File: src/logic/mslc_pkg.sv
// Package of constants for the motion sensor link core.
package mslc_pkg;
	// Bit of the motion flags byte that marks direction info.
	localparam int         MSLC_DIR_AVAIL_BIT = 7;
	// Control vector, high and low halves joined.
	localparam logic [127:0] MSLC_KEY_CTRL_VECTOR = {64'h48215f000341328a, 64'h00684d00cb21701d};
	// Line levels of the frame delimiters.
	localparam logic       MSLC_START_LEVEL = 1'b0;
	localparam logic       MSLC_STOP_LEVEL  = 1'b1;
	localparam logic       MSLC_IDLE_LEVEL  = 1'b1;
	// Frame has eleven bit slots: start, eight data, parity, stop.
	localparam int         MSLC_FRAME_BITS  = 11;
	// Default bit period in core clocks.
	localparam int         MSLC_BIT_CLKS    = 16;
	// Parity sense: 0 gives even parity.
	localparam logic       MSLC_PARITY_ODD  = 1'b0;
	// Transmit state machine.
	typedef enum logic [1:0] {
		MSLC_IDLE,
		MSLC_SHIFT
	} mslc_state_t;
endpackage

File: src/logic/mslc_key_xor.sv
// Combinational derivation of the identification key.
module mslc_key_xor
	import mslc_pkg::*;
(
	input  wire logic [127:0] master_key,
	output logic      [127:0] ident_key
);
	// Key is never registered here, so it lives only on wires while used.
	assign ident_key = master_key ^ MSLC_KEY_CTRL_VECTOR;
endmodule

File: src/logic/mslc_core.sv
// Motion sensor side of the serial link: byte framer, supply gate, watchdog restart.
module mslc_core
	import mslc_pkg::*;
#(
	parameter int BIT_CLKS = MSLC_BIT_CLKS
)
(
	input  wire logic         core_clk,
	input  wire logic         sys_rst,
	input  wire logic         watchdog_in,
	input  wire logic         supply_ok,
	input  wire logic         tx_valid,
	input  wire logic [7:0]   tx_data,
	output logic              tx_ready,
	output logic              txd_out,
	input  wire logic [6:0]   motion_flags_low,
	input  wire logic         dir_info_avail,
	output logic [7:0]        motion_flags_byte,
	input  wire logic [127:0] master_key,
	input  wire logic         init_active,
	output logic [127:0]      ident_key
);
	//////////////////////////////////////////////////////////////////////
	// Identification key and motion flags.
	//////////////////////////////////////////////////////////////////////

	logic [127:0] key_raw;                // Derived key before gating.

	// The key only appears while initialisation is in progress.
	mslc_key_xor u_key (
		.master_key (master_key),
		.ident_key  (key_raw)
	);
	assign ident_key = init_active ? key_raw : '0;

	logic [7:0] flags_next;               // Next motion flags byte.
	logic [7:0] flags_reg;                // Registered motion flags byte.

	// Assemble the flags byte with the direction bit in position 7.
	always_comb begin
		flags_next = {dir_info_avail, motion_flags_low};
	end

	// Register the flags so the output comes from a flip-flop.
	always_ff @(posedge core_clk or posedge sys_rst) begin
		if (sys_rst) begin
			flags_reg <= 8'h00;
		end else begin
			flags_reg <= flags_next;
		end
	end
	assign motion_flags_byte = flags_reg;

	//////////////////////////////////////////////////////////////////////
	// Watchdog edge detection.
	//////////////////////////////////////////////////////////////////////

	logic wd_prev_reg;                    // Watchdog line one clock ago.
	logic wd_prev_next;                   // Next value of the above.
	logic wd_pulse;                       // Rising edge of the watchdog line.

	// Track the line; an edge rather than a level restarts us, so a stuck line
	// does not hold the sensor in restart forever.
	always_comb begin
		wd_prev_next = watchdog_in;
	end

	always_ff @(posedge core_clk or posedge sys_rst) begin
		if (sys_rst) begin
			wd_prev_reg <= 1'b0;
		end else begin
			wd_prev_reg <= wd_prev_next;
		end
	end
	assign wd_pulse = watchdog_in & ~wd_prev_reg;

	//////////////////////////////////////////////////////////////////////
	// Byte framer.
	//////////////////////////////////////////////////////////////////////

	localparam int CW = $clog2(BIT_CLKS + 1); // Bit timer width.

	mslc_state_t          state_reg;      // Framer state.
	mslc_state_t          state_next;     // Next framer state.
	logic [10:0]          frame_reg;      // Frame shift register, LSB goes first.
	logic [10:0]          frame_next;     // Next frame contents.
	logic [3:0]           bitcnt_reg;     // Bits left in the frame.
	logic [3:0]           bitcnt_next;    // Next bits-left count.
	logic [CW-1:0]        tmr_reg;        // Clocks left in current bit.
	logic [CW-1:0]        tmr_next;       // Next timer value.
	logic                 line_reg;       // Registered line level.
	logic                 line_next;      // Next line level.

	// Build the eleven-bit frame for one byte.
	function automatic logic [10:0] mslc_frame(input logic [7:0] d);
		logic par;
		par = (^d) ^ MSLC_PARITY_ODD;
		return {MSLC_STOP_LEVEL, par, d, MSLC_START_LEVEL};
	endfunction

	// A byte is accepted only when idle and the supply is in range.
	assign tx_ready = (state_reg == MSLC_IDLE) && supply_ok && !wd_pulse;

	// Next-state logic for the framer.
	always_comb begin
		state_next  = state_reg;
		frame_next  = frame_reg;
		bitcnt_next = bitcnt_reg;
		tmr_next    = tmr_reg;
		line_next   = line_reg;
		if (wd_pulse) begin
			// Restart drops any frame in flight and returns to idle.
			state_next  = MSLC_IDLE;
			line_next   = MSLC_IDLE_LEVEL;
			bitcnt_next = 4'd0;
			tmr_next    = '0;
		end else if (!supply_ok) begin
			// Out-of-range supply aborts the frame; the line stays idle.
			state_next  = MSLC_IDLE;
			line_next   = MSLC_IDLE_LEVEL;
			bitcnt_next = 4'd0;
			tmr_next    = '0;
		end else begin
			case (state_reg)
				MSLC_IDLE: begin
					line_next = MSLC_IDLE_LEVEL;
					if (tx_valid) begin
						frame_next  = mslc_frame(tx_data) >> 1;
						line_next   = MSLC_START_LEVEL;
						bitcnt_next = 4'(MSLC_FRAME_BITS - 1);
						tmr_next    = CW'(BIT_CLKS - 1);
						state_next  = MSLC_SHIFT;
					end
				end
				MSLC_SHIFT: begin
					if (tmr_reg != '0) begin
						tmr_next = tmr_reg - 1'b1;
					end else if (bitcnt_reg != 4'd0) begin
						// Next bit in D0-first order.
						line_next   = frame_reg[0];
						frame_next  = frame_reg >> 1;
						bitcnt_next = bitcnt_reg - 4'd1;
						tmr_next    = CW'(BIT_CLKS - 1);
					end else begin
						line_next  = MSLC_IDLE_LEVEL;
						state_next = MSLC_IDLE;
					end
				end
				default: begin
					state_next = MSLC_IDLE;
				end
			endcase
		end
	end

	// Register the framer state.
	always_ff @(posedge core_clk or posedge sys_rst) begin
		if (sys_rst) begin
			state_reg  <= MSLC_IDLE;
			frame_reg  <= 11'h7ff;
			bitcnt_reg <= 4'h0;
			tmr_reg    <= '0;
			line_reg   <= 1'b1;
		end else begin
			state_reg  <= state_next;
			frame_reg  <= frame_next;
			bitcnt_reg <= bitcnt_next;
			tmr_reg    <= tmr_next;
			line_reg   <= line_next;
		end
	end

	// Gate the registered level so a supply drop silences the line at once.
	assign txd_out = supply_ok ? line_reg : MSLC_IDLE_LEVEL;

	//////////////////////////////////////////////////////////////////////
	// Checks.
	//////////////////////////////////////////////////////////////////////

	property p_flag_bit7;
		@(posedge core_clk) disable iff (sys_rst)
		1'b1 |=> motion_flags_byte[7] == $past(dir_info_avail);
	endproperty
	a_flag_bit7: assert property (p_flag_bit7) else $error("flags bit 7 wrong");

	property p_key_xor;
		@(posedge core_clk) disable iff (sys_rst)
		init_active |-> ((ident_key ^ master_key) == MSLC_KEY_CTRL_VECTOR);
	endproperty
	a_key_xor: assert property (p_key_xor) else $error("ident key wrong");

	property p_supply_gate;
		@(posedge core_clk) disable iff (sys_rst)
		!supply_ok |-> (txd_out == 1'b1 && !tx_ready);
	endproperty
	a_supply_gate: assert property (p_supply_gate) else $error("tx while supply bad");

	property p_wd_restart;
		@(posedge core_clk) disable iff (sys_rst)
		wd_pulse |=> (state_reg == MSLC_IDLE && txd_out == 1'b1);
	endproperty
	a_wd_restart: assert property (p_wd_restart) else $error("no restart on watchdog");

	property p_start_low;
		@(posedge core_clk) disable iff (sys_rst)
		(tx_valid && tx_ready) |=> (txd_out == 1'b0) || !supply_ok;
	endproperty
	a_start_low: assert property (p_start_low) else $error("start bit not low");

	property p_stop_high;
		@(posedge core_clk) disable iff (sys_rst)
		(state_reg == MSLC_SHIFT && bitcnt_reg == 4'd0) |-> txd_out == 1'b1;
	endproperty
	a_stop_high: assert property (p_stop_high) else $error("stop bit not high");

	property p_d0_first;
		@(posedge core_clk) disable iff (sys_rst)
		(tx_valid && tx_ready) |=> (state_reg == MSLC_SHIFT) && (frame_reg[7:0] == $past(tx_data));
	endproperty
	a_d0_first: assert property (p_d0_first) else $error("frame not started");

	property p_key_hidden;
		@(posedge core_clk) disable iff (sys_rst)
		!init_active |-> ident_key == '0;
	endproperty
	a_key_hidden: assert property (p_key_hidden) else $error("key visible outside init");
endmodule

File: config.mk
export PLATFORM = sky130hd
export DESIGN_NAME = mslc_core
export DESIGN_NICKNAME = d
export VERILOG_FILES = /design/src/logic/mslc_pkg.sv /design/src/logic/mslc_key_xor.sv /design/src/logic/mslc_core.sv
export SDC_FILE = /design/constraint.sdc
export NUM_CORES = 1
export LEC_CHECK = 0
export CAP_MARGIN = 5
export CORE_AREA = 2 2 113 115
export DETAILED_ROUTE_END_ITERATION = 16
export DIE_AREA = 0 0 115 117
export DONT_BUFFER_PORTS = 1
export PLACE_DENSITY_LB_ADDON = 0.3
export SYNTH_ARGS = -nofsm -noshare
export SYNTH_HDL_FRONTEND = slang
export SYNTH_SLANG_ARGS = --single-unit
export TNS_END_PERCENT = 50
File: constraint.sdc
create_clock -name core_clk -period 4.5 [get_ports core_clk]
set_input_delay 0.45 -clock core_clk [delete_from_list [all_inputs] [get_ports core_clk]]
set_output_delay 0.45 -clock core_clk [all_outputs]
set_load 0.005 [all_outputs]
Word level (Yosys, flattened, before mapping)
Index checks and enable logic that the tools add are counted.

Flip-flop bits (word level): 32. Output and inout port bits: 138. Logic and storage cells: 66.

$add $sub $neg: 2. Equality and inequality tests: 10. Mux-type cells: 30. Bitwise gates (word level): 4. Reduce and logical (&&, ||, !) cells: 13.

Operator list (count): two-way mux 128 bit (1); inverter 41 bit (1); two-way mux 11 bit (3); two-way mux 5 bit (5); case mux 11 bit (2 select lines) (1); two-way mux 4 bit (5); inequality test 4 bit (second input constant) (4); two-way mux 2 bit (5); case mux 5 bit (2 select lines) (1); case mux 4 bit (2 select lines) (1); XOR reduction 8 bit (1); two-way mux 1 bit (6); inequality test 2 bit (second input constant) (3); AND reduction 3 bit (2); AND reduction 6 bit (1); inequality test 5 bit (second input constant) (1); nonzero test 5 bit (1); subtractor 5 x 1 -> 5 bit (second input constant) (1); inequality test 4 x 1 -> 1 bit (second input constant) (1); case mux 2 bit (2 select lines) (1); AND reduction 4 bit (1); nonzero test 4 bit (1); subtractor 4 x 1 -> 4 bit (second input constant) (1); == test 2 x 1 -> 1 bit (second input constant) (1); 8 further kinds (10).

Logic depth before layout (Yosys ltp)
Word-level depth: 6. Depth in mapped cells: 7. Gate-level depth less buffers: 6.

Modules after synthesis
From an unflattened synthesis, not the netlist that was laid out.

Cell total of the unflattened synthesis: 403. Area total of the unflattened synthesis: 3128.0 um2.

By module, submodules not included: mslc_core (times used 1, cells each 275, area an instance 2321.0 um2); mslc_key_xor (times used 1, cells each 128, area an instance 807.0 um2).

Least setup slack after synthesis
Ideal clock, no wire load.

Kind: reg2reg. Start point: register tmr_reg[0]. End point: register frame_reg[9]. Setup time: 0.095 ns. Arrival: 1.588 ns. Slack: 2.817 ns. Stages on the path, launching flop included: 7. Buffers on the path: 0. Cell sequence: dfrtp_1 -> inv_1 -> ha_1 -> nor4b_4 -> mux2i_1 -> nor3_4 -> a31oi_1.

Cells in the longest elaborated chain, start to end: 3.

Ends and longest elaborated chain: start: declaration (RTL line mslc_core.sv:89) `logic [CW-1:0] tmr_reg;`; start signal: assignment (RTL line mslc_core.sv:168) `tmr_reg <= tmr_next;`; nonzero test 5 bit (RTL line mslc_core.sv:136) `if (tmr_reg != '0) begin`; inequality test 2 bit (no source line); AND reduction 6 bit (no source line); end signal: assignment (RTL line mslc_core.sv:166) `frame_reg <= frame_next;`; end: declaration (RTL line mslc_core.sv:85) `logic [10:0] frame_reg;`.

No other way between the ends. A chain may end at the register's enable or synchronous reset.

Worst setup path after layout
Start point: register state_reg[0]. End point: register tmr_reg[1].

Cells in the longest elaborated chain, start to end: 4. Elaborated cells between the ends (all ways): 9. Classes of those cells: eq/ne: 4; mux: 3; reduce/logical: 2.

Ends and longest elaborated chain: start: declaration (RTL line mslc_core.sv:83) `mslc_state_t state_reg;`; start signal: assignment (RTL line mslc_core.sv:165) `state_reg <= state_next;`; == test 2 x 1 -> 1 bit or zero test 2 bit (tied branches) (RTL line mslc_core.sv:124) `case (state_reg)`; case mux 5 bit (2 select lines) (RTL line mslc_core.sv:124); two-way mux 5 bit (RTL line mslc_core.sv:117) `end else if (!supply_ok) begin`; two-way mux 5 bit (RTL line mslc_core.sv:111) `if (wd_pulse) begin`.

Parallel ways exist; a longest one is shown, timed or not.

==> out/metrics.csv <==
metric,value,unit
cp.arrival,2.29,ns
grt_max_degree,129,
crit_type,flip-flop to flip-flop,
syn_area_per_cell,8.45,um2
diodes,0,
areaGrowthSynthToFinish,11.4,%
postCtsSetupRepairBufs,0,
synth_seq_area_share,0.335,
status,completed,
clockRootBuffer,clkbuf_16,
num_io_pins,288,
ys_warn_count,0,
clk_latency,0.27,ns
synth_area,2360,um2
drt_wl_total,11600,um
hold_viol,0,
fin_cells,419,
yosys.area.top_type,and2_1,
timing.final.crit_share,0.472,
synth_area_leaders,"and2_1, dfrtp_1, dfstp_2",
crit_required,4.67,ns
post_cts_resized,0,
min_period,2.12,ns
finalSetupViolCount,0,
fillers,1391,
synth-adder-area-share,0.0159,
viasPerCell,4.84,
finalMaxSlewViolations,0,
numCtsBuffers,5,
crit_path_end_kind,flip-flop,
dp.cells,411,
start_kind,flip-flop,
first_pass_iters,4,
maxCapViolations,0,
drcViolationCount,0,
peakVddDrop,0.199,mV
synth_nets,432,
initial_core_util,0.192,
grt_pass1_vias,2019,
gp_congestion,1.03,
leakagePower,0.994,nW
synth_top_family_by_area,simple AND/OR/NAND/NOR gates,
layout-drive-gt1-share,0.100,
place.port_buffers,0,
htree_levels,2,
synth_compound_gate_area_share,0.107,
dp_hpwl,10200,um
synth.top_cell.area_share,0.233,
grt_use_total,0.158,
cts_tree,done,
clk_pin_slew,0.06,ns
slew_headroom,0.370,
tightestPinTransition,0.945,ns
rsz0062_at_grt,false,
clock_skew,0.00760,ns
antenna_found_initial,3,
largest_reg_flops,11,
synthSimpleGateAreaFrac,0.415,
cts_hold_buf,0,
ys_seq_elements,31,
wl_per_cell,27.6,um
grt_pass1_wl,14800,um
clockBufferDepth,2,
power_density,343,nW/um2
die_h,117,um
cts_sinks,31,
drt_iter0_markers,139,
detail-route-antenna-nets,0,
die_w,115,um
synth.distinct_cells,40,
die-area,13500,um2
synth_mux_area_frac,0.0430,
critical_path_peak_fanout,24,
synth_cells,279,
hold_path.class,input port to asynchronous set/reset pin,
rows,41,
gr-total-overflow,0,
core_area,12300,um2
nets,421,
fmaxAchievable,471,MHz
vias,2029,
finalSetupTns,0,ns
yosys.area_share.xor_xnor,0.0334,
## synth_stat cells
cell       number
nand4bb_1       1
nand2_1         4
o221a_2         1
a2111oi_0       1
mux2_2          1
o211ai_1        1
a31oi_1         3
buf_4           1
a211oi_1        1
o211a_1         1
nor4bb_1        1
nand3_1         3
dfrtp_1        19
and2_1         88
dfstp_2        12
nor4b_1         1
o32ai_1         1
nor3_4          1
mux2i_1         9
ha_1            3
nor2b_1        41
xor2_1          2
o31ai_1         1
nor2_1          7
xnor2_1         7
buf_1           1
nand4_1         1
inv_1           9
or4b_1          1
o22ai_1         1
nor3_1          3
nor4b_4         1
a311oi_1        2
o21ai_0         4
a21oi_1        21
nand2b_1        1
or4_1           1
o21a_1          3
clkbuf_1       16
buf_2           3
## path summary, 6_finish.rpt
kind	start	to	slack, ns	cells past startpoint
min in group core_clk	watchdog_in	wd_prev_reg$_DFF_PP0_	0.20	0
worst max register to register	state_reg[0]$_DFFE_PP0P_	tmr_reg[1]$_DFFE_PP0P_	2.38	4
worst max-delay path	state_reg[0]$_DFFE_PP0P_	tmr_reg[1]$_DFFE_PP0P_	2.38	4
worst min register to register	frame_reg[10]$_DFFE_PP1P_	frame_reg[10]$_DFFE_PP1P_	0.46	2
worst min-delay path	sys_rst	wd_prev_reg$_DFF_PP0_	0.14	2
max in group asynchronous	sys_rst	frame_reg[0]$_DFFE_PP1P_	4.04	2
## critical path, cell delays in order, from the launching register on
cell and delay, ns:
dfrtp_1 0.96, nor2_1 0.23, a21oi_1 0.49, nor2_1 0.07, a311oi_1 0.26
## kinds of logic after synthesis
kind of cell / count (synthesis)
AND/OR/NAND/NOR: 155
AO/OA/AOI/OAI: 41
flip-flops: 31
buffers and inverters: 30
multiplexers: 10
XOR/XNOR: 9
adder cells (fa/ha/maj): 3
## layout by cell type, fill, tap and decap left out, drive strengths merged, types with 2 or more instances in the layout
cell type	instances
nor2	7
o21a	3
clkinvlp	2
and2	88
xor2	2
a31oi	3
dfstp	12
clkbuf	5
nand2	4
mux2i	9
dfrtp	19
nor4b	2
nand3	3
a21oi	21
a311oi	2
inv	9
xnor2	7
nor2b	41
o21ai	4
buf	3
nor3	4
ha	3
## where the power goes
part / switching, mW / total (mW) / internal [mW]
clock network: 0.120 / 0.323 / 0.203
logic: 0.116 / 0.203 / 0.0873
registers: 0.0340 / 0.375 / 0.341
total: 0.269 / 0.901 / 0.632
## layout make-up
class | count | area [um2] | area share
Sequential cell | 31 | 791 | 0.301
Tap cell | 150 | 188 | 0.0714
Inverter | 9 | 33.8 | 0.0129
Clock buffer | 5 | 125 | 0.0476
Clock inverter | 3 | 20.0 | 0.00762
Multi-Input combinational cell | 218 | 1450 | 0.551
Timing Repair Buffer | 3 | 22.5 | 0.00857
## routing by layer
metal,track usage,vias to the layer above,wire [um]
li1,-,883,-
met1,0.209,974,4800
met2,0.217,166,4760
met3,0.108,4,2000
met4,0.0169,2,17
met5,0,-,13
## metrics by stage
step	utilization	power, mW	hold WS, ns	cell area [um2]	setup WS (ns)
finish	0.213	0.901	0.142	2630	2.38
global route	0.213	0.958	0.173	2630	2.18
CTS	0.213	0.913	0.154	2630	2.40
detailed placement	0.202	0.584	0.447	2480	2.42
global placement	0.202	0.583	0.450	2480	2.43
floorplan	-	0.537	0.436	2360	2.82
(Power assumes the default switching activity.)
